$ cat config.mk
export PLATFORM = sky130hd
export DESIGN_NAME = weld_start_ctrl
export DESIGN_NICKNAME = d
export VERILOG_FILES = /design/src/core/weld_pkg.sv /design/src/core/weld_start_ctrl.sv /design/src/core/sched_select.sv /design/src/core/palm_window.sv
export SDC_FILE = /design/constraint.sdc
export NUM_CORES = 1
export LEC_CHECK = 0
export BUFFER_PORTS_ARGS = -buffer_cell sky130_fd_sc_hd__clkbuf_2
export CORE_MARGIN = 2
export CORE_UTILIZATION = 40
export DETAILED_ROUTE_END_ITERATION = 16
export PLACE_DENSITY_LB_ADDON = 0.05
export SYNTH_ARGS = -nofsm -noshare
export SYNTH_HDL_FRONTEND = slang
export SYNTH_SLANG_ARGS = --single-unit
$ cat constraint.sdc
create_clock -name sys_clk -period 7.8 [get_ports sys_clk]
set_clock_uncertainty 0.1 [all_clocks]
set_input_delay 0.39 -clock sys_clk [delete_from_list [all_inputs] [get_ports sys_clk]]
set_output_delay 0.39 -clock sys_clk [all_outputs]
set_load 0.02 [all_outputs]
$ cat src/core/weld_pkg.sv
// Shared constants, enumerations and carrier structs of the weld start and
// error policy controller.
// Assumes one 40 MHz system clock and an asynchronous active-low reset.
package weld_pkg;

  // Timing: palm coincidence window, derived to cycles (rounded down)
  localparam int CLK_PERIOD_NS = 25;
  localparam int PALM_WINDOW_MS = 500;
  localparam int PALM_WINDOW_CYC = PALM_WINDOW_MS * 1000000 / CLK_PERIOD_NS;
  localparam int PALM_CNT_W = 25;

  // Error set and program limits
  localparam int ERR_COUNT = 96;
  localparam logic [6:0] ERR_SEL_WHOLE = 7'h00;
  localparam logic [7:0] LINE_FIRST = 8'h01;
  localparam logic [7:0] LINE_LAST = 8'hC8;

  // Schedule numbers
  localparam logic [6:0] SCHED_MAX = 7'h63;
  localparam logic [6:0] SCHED_SECOND = 7'h14;

  // Transducer scale, input in tenths of a milliamp
  localparam logic [7:0] MA_X10_ZERO = 8'h28;
  localparam logic [7:0] MA_X10_FULL = 8'hC8;
  localparam logic [9:0] PSI_MUL = 10'h005;
  localparam int PSI_SHIFT = 3;

  typedef enum logic [1:0] {
    pol_stop = 2'h0, pol_continue = 2'h1, pol_hold = 2'h2
  } policy_t;
  typedef enum logic {src_internal = 1'b0, src_external = 1'b1} sched_src_t;
  typedef enum logic [1:0] {
    fb_primary = 2'h0, fb_secondary = 2'h1, fb_sec_with_pri = 2'h2
  } fb_src_t;
  typedef enum logic [1:0] {
    pressure_off = 2'h0, pressure_sense_only = 2'h1,
    pressure_regulate_only = 2'h2, pressure_sense_and_regulate = 2'h3
  } press_mode_t;
  typedef enum logic [1:0] {
    unit_ma = 2'h0, calibrated_force_unit = 2'h1, unit_psi = 2'h2,
    unit_lb = 2'h3
  } force_unit_t;
  typedef enum logic [2:0] {
    op_blank = 3'h0, op_step = 3'h1, op_end = 3'h2,
    op_err_on_jump = 3'h3, op_err_off_jump = 3'h4
  } opcode_t;
  typedef enum logic [2:0] {
    sq_idle = 3'b001, sq_run = 3'b010, sq_done = 3'b100
  } seq_state_t;
  typedef enum logic [2:0] {
    wd_idle = 3'b001, wd_weld = 3'b010, wd_hold = 3'b100
  } weld_state_t;

  typedef struct packed {
    opcode_t op;
    logic [6:0] err_sel;
    logic [7:0] target;
  } prog_line_t;

  typedef struct packed {
    policy_t policy;
    sched_src_t sched_src;
    logic dual_hand_initiation;
    fb_src_t fb_src;
    press_mode_t press_mode;
    force_unit_t force_unit;
    logic seq_enable;
    logic [6:0] use_schedule;
  } config_t;

  typedef struct packed {
    logic [15:0] primary;
    logic [15:0] secondary;
    logic [15:0] sec_with_pri;
  } coil_t;

  typedef struct packed {
    logic a_q;
    logic b_q;
    logic armed;
    logic side_a;
    logic [PALM_CNT_W-1:0] cnt;
    logic fire;
  } palm_state_t;
  localparam palm_state_t PALM_RESET = '0;

  typedef struct packed {
    seq_state_t seq;
    logic [7:0] pc;
    weld_state_t weld;
    logic valve;
    logic start;
    logic [6:0] sched;
    logic lock;
    logic err_out;
    logic prim_q;
    logic sec_q;
    force_unit_t unit_q;
    logic unit_seen;
    logic invalid;
    logic [15:0] fb;
    logic [6:0] psi;
    logic sense_en;
    logic reg_en;
  } ctrl_state_t;
  localparam ctrl_state_t CTRL_RESET = '{
    seq: sq_idle, pc: LINE_FIRST, weld: wd_idle, unit_q: unit_ma,
    valve: 1'b0, start: 1'b0, sched: 7'h00, lock: 1'b0, err_out: 1'b0,
    prim_q: 1'b0, sec_q: 1'b0, unit_seen: 1'b0, invalid: 1'b0,
    fb: 16'h0000, psi: 7'h00, sense_en: 1'b0, reg_en: 1'b0};

endpackage : weld_pkg

$ cat src/core/weld_start_ctrl.sv
// Weld start, error policy, error-conditioned sequencer and configuration
// decode of a resistance weld sequence controller.
// Assumes all machine inputs synchronous to sys_clk; program memory answers
// prog_addr combinationally in the same cycle.
// Notes on behaviour
// - Jump when indexed error 1..96 is set
// - Any selector jumps when some error set
// - Jump when indexed error 1..96 is clear
// - All selector jumps only if none set
// - Stop: valve releases normally, further welds blocked
// - Continue: errors set no lockout; a lockout left from stop or hold still blocks until reset
// - Hold: valve kept on, welds blocked
// - Internal select uses stored schedule number
// - External select reads seven binary code inputs
// - External codes above 99 become 99
// - Palm inputs must close within half second
// - Palm mode keeps primary and second initiations
// - Current feedback from selectable coil source
// - Four pressure modes enable sense, regulate
// - PSI mode maps 4..20 mA to 0..100
// - Force unit change invalidates stored pressure data
// - Sequencer runs only while enabled
module weld_start_ctrl #(
  parameter int PALM_WINDOW_CYC = weld_pkg::PALM_WINDOW_CYC
) (
  // Clock and reset
  input wire logic sys_clk,
  input wire logic rst_n,
  // Configuration settings
  input wire weld_pkg::config_t cfg,
  // Initiation switches
  input wire logic primary_initiation,
  input wire logic second_initiation,
  input wire logic palm_input_a,
  input wire logic palm_input_b,
  input wire logic [6:0] sched_code_input,
  // Error sources and weld handshake
  input wire logic [weld_pkg::ERR_COUNT-1:0] err_active,
  input wire logic err_routed,
  input wire logic err_reset,
  input wire logic weld_done,
  // Weld outputs
  output logic weld_valve,
  output logic weld_start,
  output logic [6:0] weld_sched,
  output logic weld_lockout,
  output logic error_output,
  // Sequencer program port
  output logic [7:0] prog_addr,
  input wire weld_pkg::prog_line_t prog_line,
  output logic seq_busy,
  output logic seq_done,
  // Current feedback
  input wire weld_pkg::coil_t coil,
  output logic [15:0] current_fb,
  // Pressure system
  input wire logic [7:0] press_ma_x10,
  input wire logic force_data_ack,
  output logic [6:0] press_psi,
  output logic pressure_sense_en,
  output logic pressure_regulate_en,
  output logic force_data_invalid
);

  weld_pkg::ctrl_state_t r;
  weld_pkg::ctrl_state_t n;
  logic [6:0] sel_sched;
  logic palm_fire;
  logic prim_rise;
  logic sec_rise;
  logic start_any;
  logic [6:0] start_sched;
  logic err_latch;
  logic seq_jump;
  logic [7:0] ma_clamped;
  logic [9:0] psi_scaled;

  // Error test shared by both branch kinds; index 0 stands for the set
  function automatic logic err_hit(
    input logic [weld_pkg::ERR_COUNT-1:0] errs,
    input logic [6:0] sel,
    input logic want_on
  );
    logic hit;
    hit = 1'b0;
    if (sel == weld_pkg::ERR_SEL_WHOLE) begin
      hit = want_on ? (|errs) : ~(|errs);
    end else if (sel <= 7'(weld_pkg::ERR_COUNT)) begin
      hit = want_on ? errs[sel - 7'h01] : ~errs[sel - 7'h01];
    end
    return hit;
  endfunction : err_hit

  sched_select u_sched_select (
    .sched_src(cfg.sched_src),
    .use_schedule(cfg.use_schedule),
    .sched_code(sched_code_input),
    .sched(sel_sched)
  );

  palm_window #(
    .WINDOW_CYC(PALM_WINDOW_CYC)
  ) u_palm_window (
    .sys_clk(sys_clk),
    .rst_n(rst_n),
    .enable(cfg.dual_hand_initiation),
    .palm_input_a(palm_input_a),
    .palm_input_b(palm_input_b),
    .fire(palm_fire)
  );

  // Initiation edges; primary and palm share the selected schedule
  assign prim_rise = primary_initiation & ~r.prim_q;
  assign sec_rise = second_initiation & ~r.sec_q;
  assign start_any = prim_rise | palm_fire | sec_rise;
  assign start_sched = (prim_rise | palm_fire) ? sel_sched :
                       weld_pkg::SCHED_SECOND;
  assign err_latch = err_routed & (cfg.policy != weld_pkg::pol_continue);

  // Transducer clamp to the 4..20 mA span before scaling
  assign ma_clamped = (press_ma_x10 < weld_pkg::MA_X10_ZERO) ?
                      weld_pkg::MA_X10_ZERO :
                      (press_ma_x10 > weld_pkg::MA_X10_FULL) ?
                      weld_pkg::MA_X10_FULL : press_ma_x10;
  assign psi_scaled = {2'b00, ma_clamped - weld_pkg::MA_X10_ZERO} *
                      weld_pkg::PSI_MUL;

  // Output mapping
  assign weld_valve = r.valve;
  assign weld_start = r.start;
  assign weld_sched = r.sched;
  assign weld_lockout = r.lock;
  assign error_output = r.err_out;
  assign prog_addr = r.pc;
  assign seq_busy = (r.seq == weld_pkg::sq_run);
  assign seq_done = (r.seq == weld_pkg::sq_done);
  assign current_fb = r.fb;
  assign press_psi = r.psi;
  assign pressure_sense_en = r.sense_en;
  assign pressure_regulate_en = r.reg_en;
  assign force_data_invalid = r.invalid;

  // Next-state logic for weld, sequencer and configuration decode
  always_comb begin
    n = r;
    seq_jump = 1'b0;
    n.start = 1'b0;
    n.prim_q = primary_initiation;
    n.sec_q = second_initiation;
    n.err_out = err_routed;
    // A new error wins over a reset that arrives in the same cycle
    n.lock = err_latch | (r.lock & ~err_reset);

    // Weld cycle
    case (r.weld)
      weld_pkg::wd_idle: begin
        if (start_any && !r.lock) begin
          n.weld = weld_pkg::wd_weld;
          n.valve = 1'b1;
          n.start = 1'b1;
          n.sched = start_sched;
        end
      end
      weld_pkg::wd_weld: begin
        if (weld_done) begin
          if (cfg.policy == weld_pkg::pol_hold && (r.lock || err_routed)) begin
            n.weld = weld_pkg::wd_hold;
          end else begin
            n.weld = weld_pkg::wd_idle;
            n.valve = 1'b0;
          end
        end
      end
      weld_pkg::wd_hold: begin
        if (err_reset) begin
          n.weld = weld_pkg::wd_idle;
          n.valve = 1'b0;
        end
      end
      default: begin
        n.weld = weld_pkg::wd_idle;
        n.valve = 1'b0;
      end
    endcase

    // Sequencer: one program line per cycle
    case (r.seq)
      weld_pkg::sq_idle: begin
        if (cfg.seq_enable) begin
          n.seq = weld_pkg::sq_run;
          n.pc = weld_pkg::LINE_FIRST;
        end
      end
      weld_pkg::sq_run: begin
        case (prog_line.op)
          weld_pkg::op_err_on_jump: begin
            seq_jump = err_hit(err_active, prog_line.err_sel, 1'b1);
          end
          weld_pkg::op_err_off_jump: begin
            seq_jump = err_hit(err_active, prog_line.err_sel, 1'b0);
          end
          default: begin
            seq_jump = 1'b0;
          end
        endcase
        if (prog_line.op == weld_pkg::op_end) begin
          n.seq = weld_pkg::sq_done;
        end else if (seq_jump) begin
          n.pc = prog_line.target;
        end else if (r.pc == weld_pkg::LINE_LAST) begin
          n.seq = weld_pkg::sq_done;
        end else begin
          n.pc = r.pc + 8'h01;
        end
      end
      weld_pkg::sq_done: begin
        n.seq = weld_pkg::sq_done;
      end
      default: begin
        n.seq = weld_pkg::sq_idle;
      end
    endcase
    // Disable overrides everything so a half-run program restarts cleanly
    if (!cfg.seq_enable) begin
      n.seq = weld_pkg::sq_idle;
      n.pc = weld_pkg::LINE_FIRST;
    end

    // Current feedback source
    case (cfg.fb_src)
      weld_pkg::fb_secondary: n.fb = coil.secondary;
      weld_pkg::fb_sec_with_pri: n.fb = coil.sec_with_pri;
      default: n.fb = coil.primary;
    endcase

    // Pressure system functions
    n.sense_en = (cfg.press_mode == weld_pkg::pressure_sense_only) ||
      (cfg.press_mode == weld_pkg::pressure_sense_and_regulate);
    n.reg_en = (cfg.press_mode == weld_pkg::pressure_regulate_only) ||
      (cfg.press_mode == weld_pkg::pressure_sense_and_regulate);
    if (cfg.force_unit == weld_pkg::unit_psi &&
        cfg.press_mode != weld_pkg::pressure_off) begin
      n.psi = 7'(psi_scaled >> weld_pkg::PSI_SHIFT);
    end else begin
      n.psi = 7'h00;
    end

    // Unit change flags stored data; first sample after reset is no change
    n.unit_q = cfg.force_unit;
    n.unit_seen = 1'b1;
    n.invalid = (r.unit_seen && cfg.force_unit != r.unit_q) |
                (r.invalid & ~force_data_ack);
  end

  // State register
  always_ff @(posedge sys_clk or negedge rst_n) begin
    if (!rst_n) begin
      r <= weld_pkg::CTRL_RESET;
    end else begin
      r <= n;
    end
  end
endmodule : weld_start_ctrl

$ cat src/core/sched_select.sv
// Schedule chooser for the primary initiation.
// Assumes the external code inputs are already synchronous to sys_clk.
module sched_select (
  // Selection settings
  input wire weld_pkg::sched_src_t sched_src,
  input wire logic [6:0] use_schedule,
  // Binary code, bit 0 is sched_code_lsb_input, bit 6 sched_code_msb_input
  input wire logic [6:0] sched_code,
  // Chosen schedule
  output logic [6:0] sched
);

  // External codes saturate so a wild code never names a missing schedule
  always_comb begin
    if (sched_src == weld_pkg::src_internal) begin
      sched = use_schedule;
    end else if (sched_code > weld_pkg::SCHED_MAX) begin
      sched = weld_pkg::SCHED_MAX;
    end else begin
      sched = sched_code;
    end
  end

endmodule : sched_select

$ cat src/core/palm_window.sv
// Two-hand coincidence detector: one pulse when both palm inputs close
// within the window of each other.
// Assumes inputs synchronous to sys_clk and already debounced.
module palm_window #(
  parameter int WINDOW_CYC = weld_pkg::PALM_WINDOW_CYC
) (
  // Clock and reset
  input wire logic sys_clk,
  input wire logic rst_n,
  // Mode and inputs
  input wire logic enable,
  input wire logic palm_input_a,
  input wire logic palm_input_b,
  // One-cycle coincidence pulse
  output logic fire
);

  localparam logic [weld_pkg::PALM_CNT_W-1:0] CNT_LAST =
    weld_pkg::PALM_CNT_W'(WINDOW_CYC - 1);

  weld_pkg::palm_state_t r;
  weld_pkg::palm_state_t n;
  logic rise_a;
  logic rise_b;

  assign rise_a = palm_input_a & ~r.a_q;
  assign rise_b = palm_input_b & ~r.b_q;
  assign fire = r.fire;

  // Arm on the first closure, fire on the other one before time runs out
  always_comb begin
    n = r;
    n.fire = 1'b0;
    n.a_q = palm_input_a;
    n.b_q = palm_input_b;
    if (!enable) begin
      n.armed = 1'b0;
      n.cnt = '0;
    end else if ((rise_a && rise_b) ||
                 (r.armed && (r.side_a ? rise_b : rise_a))) begin
      n.fire = 1'b1;
      n.armed = 1'b0;
      n.cnt = '0;
    end else if (rise_a || rise_b) begin
      n.armed = 1'b1;
      n.side_a = rise_a;
      n.cnt = '0;
    end else if (r.armed) begin
      if (r.cnt == CNT_LAST) begin
        n.armed = 1'b0;
      end else begin
        n.cnt = r.cnt + 1'b1;
      end
    end
  end

  // State register
  always_ff @(posedge sys_clk or negedge rst_n) begin
    if (!rst_n) begin
      r <= weld_pkg::PALM_RESET;
    end else begin
      r <= n;
    end
  end
endmodule : palm_window

==> results of run 1 <==
[layout make-up]
class                           instances  area share, %
Clock buffer                           14          3.737
Clock inverter                          2         0.2047
Inverter                               30          1.536
Multi-Input combinational cell        444          44.38
Sequential cell                        86          29.40
Tap cell                              184          3.139
Timing Repair Buffer                  255          17.61
[final timing paths]
check | from | cells past startpoint | slack [ns] | endpoint
setup / recovery | prog_line[8] | 14 | 3.33 | prog_addr[1]$_DFFE_PN0P_
hold / removal | palm_input_a | 1 | 0.07 | u_palm_window.r[29]$_DFF_PN0_
setup reg to reg | u_palm_window.r[29]$_DFF_PN0_ | 10 | 4.57 | u_palm_window.r[24]$_DFFE_PN0P_
hold reg to reg | weld_sched[1]$_DFFE_PN0P_ | 2 | 0.39 | weld_sched[1]$_DFFE_PN0P_
max in group asynchronous | rst_n | 3 | 6.08 | press_psi[0]$_DFF_PN0_
min in group asynchronous | rst_n | 2 | 0.38 | weld_sched[6]$_DFFE_PN0P_
[synthesized netlist by cell type (2+ instances only)]
master | number | area, µm²
o21ai_0 | 37 | 185.2
nand2_1 | 49 | 183.9
maj3_1 | 2 | 20.02
o22ai_1 | 8 | 50.05
nand2b_1 | 5 | 31.28
a21o_1 | 4 | 30.03
a32oi_1 | 6 | 52.55
inv_1 | 29 | 108.9
mux4_2 | 23 | 518.0
buf_6 | 3 | 33.78
buf_2 | 5 | 25.02
nor3b_1 | 6 | 45.04
xor2_2 | 2 | 32.53
o22a_1 | 2 | 17.52
xnor2_1 | 12 | 105.1
xor2_1 | 23 | 201.4
nand4_1 | 16 | 100.1
nor2_1 | 61 | 229.0
and2_1 | 4 | 25.02
buf_1 | 2 | 7.510
o31ai_1 | 2 | 15.01
ha_1 | 17 | 212.7
nor2b_1 | 7 | 43.79
o211a_1 | 2 | 20.02
mux2i_1 | 31 | 310.3
a31oi_1 | 8 | 50.05
o2111ai_1 | 2 | 17.52
nor3_1 | 10 | 50.05
a21oi_1 | 15 | 75.07
dfrtp_1 | 83 | 2077
nand3b_1 | 2 | 15.01
mux2_2 | 2 | 22.52
nor4bb_1 | 2 | 20.02
buf_4 | 38 | 285.3
dfstp_2 | 3 | 78.83
clkbuf_1 | 16 | 60.06
and3_1 | 8 | 50.05
or3_1 | 9 | 56.30
nor4_1 | 27 | 168.9
nand3_1 | 11 | 55.05
a22oi_1 | 17 | 127.6
[power by group through the flow]
stage          clock network [mW]  logic [mW]  registers [mW]
2_1_floorplan                   0       0.274           0.525
5_1_grt                     0.450       0.418           0.525
6_report                    0.415       0.377           0.519
3_3_place_gp                    0       0.372           0.525
3_5_place_dp                    0       0.378           0.528
4_1_cts                     0.428       0.380           0.520
[kinds of logic after synthesis]
logic type | share of synthesized area, %
flops | 36.33
xor+xnor | 5.714
compound gates | 11.77
mux | 14.34
fa+ha+maj | 4.259
simple gates | 18.70
buf+inv | 8.834
other cells | 0.06319
[stage by stage]
stage          utilization [%]  area [µm²]  cells  hold slack, ns
2_1_floorplan                -        5934    624       -0.005591
3_3_place_gp             48.40        7034    998          0.1946
3_5_place_dp             48.40        7034    998          0.2034
4_1_cts                  50.46        7333   1015         0.05563
5_1_grt                  50.46        7333   1015         0.06210
6_report                 50.46        7333   1015         0.07254
[cells in the final DEF (no fill, tap or decap), drive strengths merged, types with 3 or more instances in the layout]
cell      n
a21o      4
a21oi    15
a22oi    17
a31oi     8
a32oi     6
and2      4
and3      8
buf       4
clkbuf  264
dfrtp    83
dfstp     3
ha       17
inv      30
mux2i    31
mux4     23
nand2    49
nand2b    5
nand3    11
nand4    16
nor2     61
nor2b     7
nor3     11
nor3b     6
nor4     27
o21ai    37
o22ai     8
or3       9
xnor2    12
xor2     25
[per-layer routing]
| metal | vias up | global-route usage, % | part of all wire, % |
|---|---|---|---|
| met4 | 0 | 7.822 | 2.5 |
| met1 | 2535 | 25.36 | 42 |
| met3 | 27 | 2.676 | 6.8 |
| li1 | 2650 | - | - |
| met5 | - | 0 | 0 |
| met2 | 263 | 33.90 | 49 |
[registers in the layout (all words and copies together) (netlist names)]
signal                flops
weld_lockout              1
u_palm_window.r          29
u_palm_window.fire        1
prog_addr                 8
r                        11
weld_sched                7
press_psi                 7
current_fb               16
pressure_regulate_en      1
weld_valve                1
pressure_sense_en         1
error_output              1
force_data_invalid        1
weld_start                1
[critical path, cell delays in order]
cell and delay, ns:
clkbuf_2 0.48, inv_2 0.22, ha_1 0.34, buf_4 0.39, mux2i_1 0.15, mux4_2 0.47, mux2i_1 0.15, mux2i_1 0.11
a31oi_1 0.25, a21oi_1 0.09, and3b_1 0.60, a21o_1 0.44, nand3_1 0.17, mux2_2 0.29
[timing repair]
action / CTS / global route
hold endpoints to repair: 19 / 0
setup endpoints to repair: 0 / 0
hold buffers: 1 / 0
==> flow_summary.json, run 1 <==
{
  "vdd_drop_max_v": 0.0001036,
  "p_switching_mw": 0.4097,
  "clock_sinks": 86,
  "drt_iter0_drc": 195,
  "path_max_fanout": 32,
  "critPathKind": "input pin to register",
  "antenna_cells": 0,
  "total_leakage_power_nw": 3.576,
  "gp_congestion": 0.9640,
  "worst_slack_ns": 3.331,
  "clockPowerShare_pct": 31.6,
  "drt_pass1_iterations": 5,
  "setup_violations": 0,
  "rsz0062_at_grt": "false",
  "slew_violations": 0,
  "fin_tns_setup_ns": 0,
  "area_growth_pct": 23.57,
  "p_seq_share_pct": 39.6,
  "async_reset_ff_share_pct": 100.0,
  "yosys_warnings": 0,
  "core_area_um2": 14530,
  "vias_per_cell": 5.394,
  "netSwitchingFraction_pct": 31.26,
  "track_usage_pct": 19.75,
  "seq_area_frac_synth_pct": 36.33,
  "drtAntennaViolNets": 0,
  "antenna_found_initial": 0,
  "power.total_mw": 1.311,
  "drc": 0,
  "dp_slack_ns": 2.939,
  "dieArea_um2": 15830,
  "synth-edff-count": 0,
  "io_pins": 252,
  "p_per_area_nw_per_um2": 178.7,
  "io_buffers": 251,
  "cts_resized": 0,
  "fin_crit_ns": 4.469,
  "status": "complete, no violations",
  "cts_setup_buffers": 0,
  "final_hold_viol_count": 0,
  "endpoint_kind": "register",
  "p_int_mw": 0.9009,
  "clkLatencyLatePin_ns": 0.34,
  "first_global_vias": 5470,
  "required_ns": 7.92,
  "fp.dieH_um": 125.8,
  "grt_pass1_wl_um": 25820,
  "drive_gt1_share_pct": 36.34,
  "syn_nets": 847,
  "htree_levels": 3,
  "cts_root_buffer": "clkbuf_16",
  "cts_buffers": 9,
  "ys.flop_type": "dfrtp_1",
  "syn-instance-count": 624,
  "grt_overflow_total": 0,
  "worstSetupStartpointType": "input pin",
  "fmax_ghz": 0.2237,
  "multiInputGateArea_um2": 3254,
  "crit_arrival_ns": 4.59,
  "fillCellCount": 1392,
  "die_x_um": 125.8,
  "netlist_area_um2": 5934,
  "tightest_slew_ns": 0.9099,
  "synth.distinct_cells": 54,
  "hold_path_class": "input pin to register",
  "post-route-period-util_pct": 57.30,
  "synth-seq-cells": 86,
  "wl_um": 15610,
  "avgSynthCellArea_um2": 9.510,
  "grt_max_degree": 66,
  "max_slew_margin_pct": 39.34,
  "num_vias": 5475,
  "clkTransAtPathRegs_ns": 0.06,
  "maxCapViolations": 0,
  "pwr-share-comb_pct": 28.8,
  "final_nets": 1049,
  "cts_tree": "yes",
  "cts_buffer_depth": 2,
  "post_drt_wl_per_cell_um": 15.38,
  "dpl.hpwl_um": 12610,
  "rows": 44,
  "regArea_um2": 2156,
  "start_util_pct": 40.83
}
No activity file was read; power rests on OpenSTA's default activity.
==> inputs of run 2 (changes only) <==
clock period = 4.2 ns   (was 7.8 ns; I/O delays follow)
==> run 2 against run 1 <==
Net effect:
- global-route usage down 0.073 points
- die area unchanged
- final area grew 3.7%
- largest power group unchanged
- non-clock buffer count grew 27
- critical path depth down 2
- cell count up 2.7%
- total power is 89% higher
- via count fell by 0.22%
==> flow_summary.json, run 2 (synthesis results as in run 1) <==
{
  "core_area_um2": 14530,
  "clkTransAtPathRegs_ns": 0.06,
  "num_vias": 5463,
  "slew_violations": 0,
  "drt_pass1_iterations": 5,
  "cts_buffers": 9,
  "fp.dieH_um": 125.8,
  "reg2reg_from": "u_palm_window.r[29]$_DFF_PN0_",
  "cts_hold_buf": 24,
  "area_growth_pct": 28.17,
  "final_common_cell": "clkbuf_2",
  "r2r_slack_ns": 1.01,
  "largest_reg_flops": 29,
  "p_per_area_nw_per_um2": 325.3,
  "setup_violations": 0,
  "endpoint_kind": "register",
  "cts_buffer_depth": 2,
  "cts_tree": "yes",
  "grt_max_degree": 47,
  "rows": 44,
  "grt_pass1_wl_um": 25970,
  "first_global_vias": 5581,
  "tightest_slew_ns": 0.9078,
  "path_max_fanout": 11,
  "regMostFlops": "u_palm_window.r",
  "total_leakage_power_nw": 3.698,
  "hold_path_class": "input pin to register",
  "fin_crit_ns": 3.392,
  "gp_congestion": 0.8764,
  "vdd_drop_max_v": 0.0001836,
  "vias_per_cell": 5.243,
  "track_usage_pct": 19.68,
  "worstSetupStartpointType": "input pin",
  "critPathTopFamily": "compound AO/OA/AOI/OAI gates",
  "antenna_cells": 0,
  "path_buf_inv": 2,
  "start_util_pct": 40.83,
  "max_stage_delay_ns": 0.76,
  "critPathKind": "input pin to register",
  "fin_tns_setup_ns": 0,
  "crit_arrival_ns": 3.50,
  "cts_root_buffer": "clkbuf_16",
  "io_pins": 252,
  "dieArea_um2": 15830,
  "drive_gt1_share_pct": 35.78,
  "whs_ns": 0.01240,
  "clkLatencyLatePin_ns": 0.33,
  "io_buffers": 251,
  "post-route-period-util_pct": 80.75,
  "crit_start": "palm_input_a",
  "htree_levels": 3,
  "drt_iter0_drc": 201,
  "fmax_ghz": 0.2949,
  "drc": 0,
  "layout_common_cells": "clkbuf_2 (250), dfrtp_1 (83), nor2_1 (61), nand2_1 (49), o21ai_0 (37)",
  "status": "complete, no violations",
  "dpl.hpwl_um": 12510,
  "worstHoldStart": "coil[43]",
  "maxCapViolations": 0,
  "clock_sinks": 86,
  "max_slew_margin_pct": 39.48,
  "final_nets": 1076,
  "final_hold_viol_count": 0,
  "antenna_found_initial": 0,
  "crit_path_top_delay_cell": "a21oi_1",
  "grt_overflow_total": 0,
  "fin_util_pct": 52.33,
  "post_drt_wl_per_cell_um": 14.93,
  "required_ns": 4.31,
  "cts_setup_buffers": 0,
  "drtAntennaViolNets": 0,
  "rsz0062_at_grt": "false",
  "die_x_um": 125.8,
  "wl_um": 15550,
  "fillCellCount": 1303,
  "crit_top_cell": "nor2_1",
  "crit_chain": "dlygate4sd3_1, clkbuf_2, nor2b_1, mux2_2, a22oi_1, a21oi_1, o2111ai_1, nand2b_1, nor2_1, nand4_1, xor2_1, nor2_1",
  "cts_resized": 0
}
==> run 2: path summary, 6_finish.rpt <==
| kind | to | cells past startpoint |
|---|---|---|
| setup reg to reg | u_palm_window.r[24]$_DFFE_PN0P_ | 10 |
| setup / recovery | u_palm_window.r[24]$_DFFE_PN0P_ | 12 |
| min in group asynchronous | weld_sched[6]$_DFFE_PN0P_ | 2 |
| max in group asynchronous | u_palm_window.fire$_DFF_PN0_ | 3 |
| hold / removal | current_fb[11]$_DFF_PN0_ | 3 |
| hold reg to reg | weld_sched[6]$_DFFE_PN0P_ | 2 |
==> run 2: final cells by class <==
| cell class | count | area [µm²] | share of cell area, % |
|---|---|---|---|
| Clock buffer | 11 | 242.7 | 3.191 |
| Clock inverter | 5 | 58.81 | 0.7732 |
| Inverter | 30 | 112.6 | 1.481 |
| Multi-Input combinational cell | 444 | 3254 | 42.79 |
| Sequential cell | 86 | 2156 | 28.34 |
| Tap cell | 184 | 230.2 | 3.027 |
| Timing Repair Buffer | 282 | 1551 | 20.40 |
==> run 2: where the power goes <==
group	internal, mW	switching (mW)	total [mW]
Sequential	0.916	0.0471	0.963
Combinational	0.325	0.392	0.717
Clock	0.478	0.317	0.795
==> run 2: worst reg2reg max path: stages, from the launching register on <==
cell and delay (ns):
dfrtp_1 0.36, nor2b_1 0.27, mux2_2 0.22, a22oi_1 0.09
a21oi_1 0.76, o2111ai_1 0.33, nand2b_1 0.30, nor2_1 0.29
nand4_1 0.15, xor2_1 0.15, nor2_1 0.05
==> run 2: per-stage QoR <==
step,instance area [µm²],std cells,worst slack [ns],power [mW]
floorplan,5934,624,0.7161,1.485
global placement,7064,1002,0.5853,1.667
detailed placement,7064,1002,0.5406,1.681
CTS,7606,1042,0.8288,2.514
global route,7606,1042,0.5096,2.630
finish,7606,1042,0.8085,2.475
==> run 2: layer usage <==
metal / GRT usage, % / part of all wire, %
met1: 24.82 / 43
met2: 34.59 / 49
met3: 3.908 / 6.3
met4: 5.301 / 1.6
met5: 0 / 0
==> inputs of run 3 (changes only) <==
clock period = 3.4 ns   (was 4.2 ns; I/O delays follow)
==> run 3 against run 2 <==
Net effect:
- worst setup slack worse by 0.45 ns
- critical path depth grew 1
- count of clock-buffer cells in the layout stayed put
- sequential share of layout area shrank 0.45 points
- cell count up 1.2%
==> flow_summary.json, run 3 (synthesis results as in run 1) <==
{
  "status": "complete, no violations",
  "pwr-share-comb_pct": 29.4,
  "dieArea_um2": 15830,
  "reg2reg_from": "u_palm_window.r[1]$_DFFE_PN0P_",
  "area_growth_pct": 30.26,
  "grt_overflow_total": 0,
  "min_to": "u_palm_window.fire$_DFF_PN0_",
  "reg2reg_depth": 12,
  "final_area_um2": 7730,
  "p_switching_mw": 0.9444,
  "drt_iter0_drc": 235,
  "layout_common_cells": "clkbuf_2 (250), dfrtp_1 (83), nor2_1 (61), nand2_1 (49), o21ai_0 (37)",
  "final_nets": 1089,
  "clockPowerShare_pct": 32.1,
  "crit_arrival_ns": 3.17,
  "num_vias": 5524,
  "antenna_cells": 0,
  "maxCapViolations": 0,
  "fin_util_pct": 53.19,
  "endpoint_kind": "register",
  "drive_gt1_share_pct": 36.17,
  "grt_pass1_wl_um": 25630,
  "crit_chain": "clkbuf_2, inv_2, ha_1, buf_12, mux4_2, mux4_2, mux2i_1, a21oi_1, a21oi_1, and3b_1, a21o_1, nand3_1, mux2_2",
  "cts_resized": 0,
  "setup_violations": 0,
  "fmax_ghz": 0.3284,
  "rsz0062_at_grt": "false",
  "wl_um": 15570,
  "clock_sinks": 86,
  "p_per_area_nw_per_um2": 399.1,
  "start_util_pct": 40.83,
  "total_leakage_power_nw": 3.766,
  "worstSetupStartpointType": "input pin",
  "p_seq_share_pct": 38.5,
  "max_stage_delay_ns": 0.48,
  "drt_pass1_iterations": 7,
  "gp_congestion": 0.9048,
  "cts_buffer_depth": 2,
  "cts_buffers": 9,
  "htree_levels": 3,
  "required_ns": 3.52,
  "fp.dieH_um": 125.8,
  "rr_endpoint": "u_palm_window.r[25]$_DFFE_PN0P_",
  "first_global_vias": 5604,
  "die_x_um": 125.8,
  "track_usage_pct": 19.51,
  "io_buffers": 251,
  "clkLatencyLatePin_ns": 0.34,
  "cts_root_buffer": "clkbuf_16",
  "drtAntennaViolNets": 0,
  "core_area_um2": 14530,
  "path_max_fanout": 32,
  "largest_reg_flops": 29,
  "r2r_slack_ns": 0.57,
  "rows": 44,
  "p_int_mw": 2.140,
  "hold_depth": 2,
  "crit_path_top_delay_cell": "mux4_2",
  "dpl_cell_area_um2": 7137,
  "post-route-period-util_pct": 89.56,
  "cts_tree": "yes",
  "final_hold_viol_count": 0,
  "io_pins": 252,
  "vias_per_cell": 5.236,
  "cts_hold_buf": 29,
  "slew_violations": 0,
  "critPathKind": "input pin to register",
  "fin_crit_ns": 3.045,
  "vdd_drop_max_v": 0.0002299,
  "dpl.hpwl_um": 12440,
  "cts_setup_buffers": 0,
  "drc": 0,
  "clkTransAtPathRegs_ns": 0.06,
  "worstHoldStart": "cfg[14]",
  "post_drt_wl_per_cell_um": 14.75,
  "netSwitchingFraction_pct": 30.62,
  "max_slew_margin_pct": 27.16,
  "grt_max_degree": 87,
  "regMostFlops": "u_palm_window.r",
  "hold_path_class": "input pin to register",
  "power.total_mw": 3.085,
  "tightest_slew_ns": 1.093,
  "antenna_found_initial": 0,
  "final_common_cell": "clkbuf_2"
}
## run 3: cell types whose count changed in the layout (fill, tap and decap cells not counted)
cell / before / now
clkinvlp_4: 2 / 1
buf_4: 8 / 15
inv_6: 1 / 0
clkinv_4: 0 / 2
dlygate4sd3_1: 24 / 29
buf_12: 0 / 1
## run 3: how the worst max path moves through the flow
stage | start | depth (start not counted) | slack [ns] | end
global route | press_ma_x10[5] | 17 | 0.06 | press_psi[6]$_DFF_PN0_
global placement | prog_line[8] | 13 | 0.07 | prog_addr[1]$_DFFE_PN0P_
CTS | prog_line[8] | 13 | 0.35 | prog_addr[1]$_DFFE_PN0P_
floorplan | prog_line[8] | 16 | 0.03 | prog_addr[3]$_DFFE_PN0P_
detailed placement | prog_line[8] | 13 | -0.0008 | prog_addr[1]$_DFFE_PN0P_
finish | prog_line[8] | 13 | 0.35 | prog_addr[1]$_DFFE_PN0P_
## run 3: final cells by class
cell class                      instances  area, µm²
Tap cell                              184      230.2
Clock inverter                          5      60.06
Inverter                               30      112.6
Timing Repair Buffer                  295       1674
Sequential cell                        86       2156
Multi-Input combinational cell        444       3254
Fill cell                            1315       6804
Clock buffer                           11      242.7
## run 3: metrics by stage
stage | setup TNS [ns] | setup WS [ns] | cells | hold slack (ns)
after floorplan | 0 | 0.03124 | 624 | -0.2256
after global placement | 0 | 0.06621 | 1010 | 0.1942
after detailed placement | -0.0007772 | -0.0007772 | 1010 | 0.1971
after CTS | 0 | 0.3472 | 1055 | 0.01258
after global routing | 0 | 0.06383 | 1055 | 0.03594
final | 0 | 0.3549 | 1055 | 0.02606
## run 3: critical path, delay by kind of cell
family                   cells  cell delay [ns]
AO/OA/AOI/OAI                3             0.54
buffers and inverters        3             0.39
multiplexers                 4             1.38
AND/OR/NAND/NOR              2             0.36
adder cells (fa/ha/maj)      1             0.31
## run 3: power by group through the flow
stage	sequential [mW]	clock, mW	combinational, mW
floorplan	1.21	0	0.632
global placement	1.20	0	0.868
detailed placement	1.21	0	0.883
CTS	1.19	1.03	0.915
global route	1.20	1.08	1.00
finish	1.19	0.989	0.907
## run 3: routing by layer
metal	vias to the layer above	share of wire (%)	track usage, %	wire length (µm)
li1	2711	-	-	-
met1	2589	42	23.81	6590
met2	211	50	35.17	7784
met3	13	6.4	3.866	1004
met4	0	1.2	5.430	186
met5	-	0	0	0
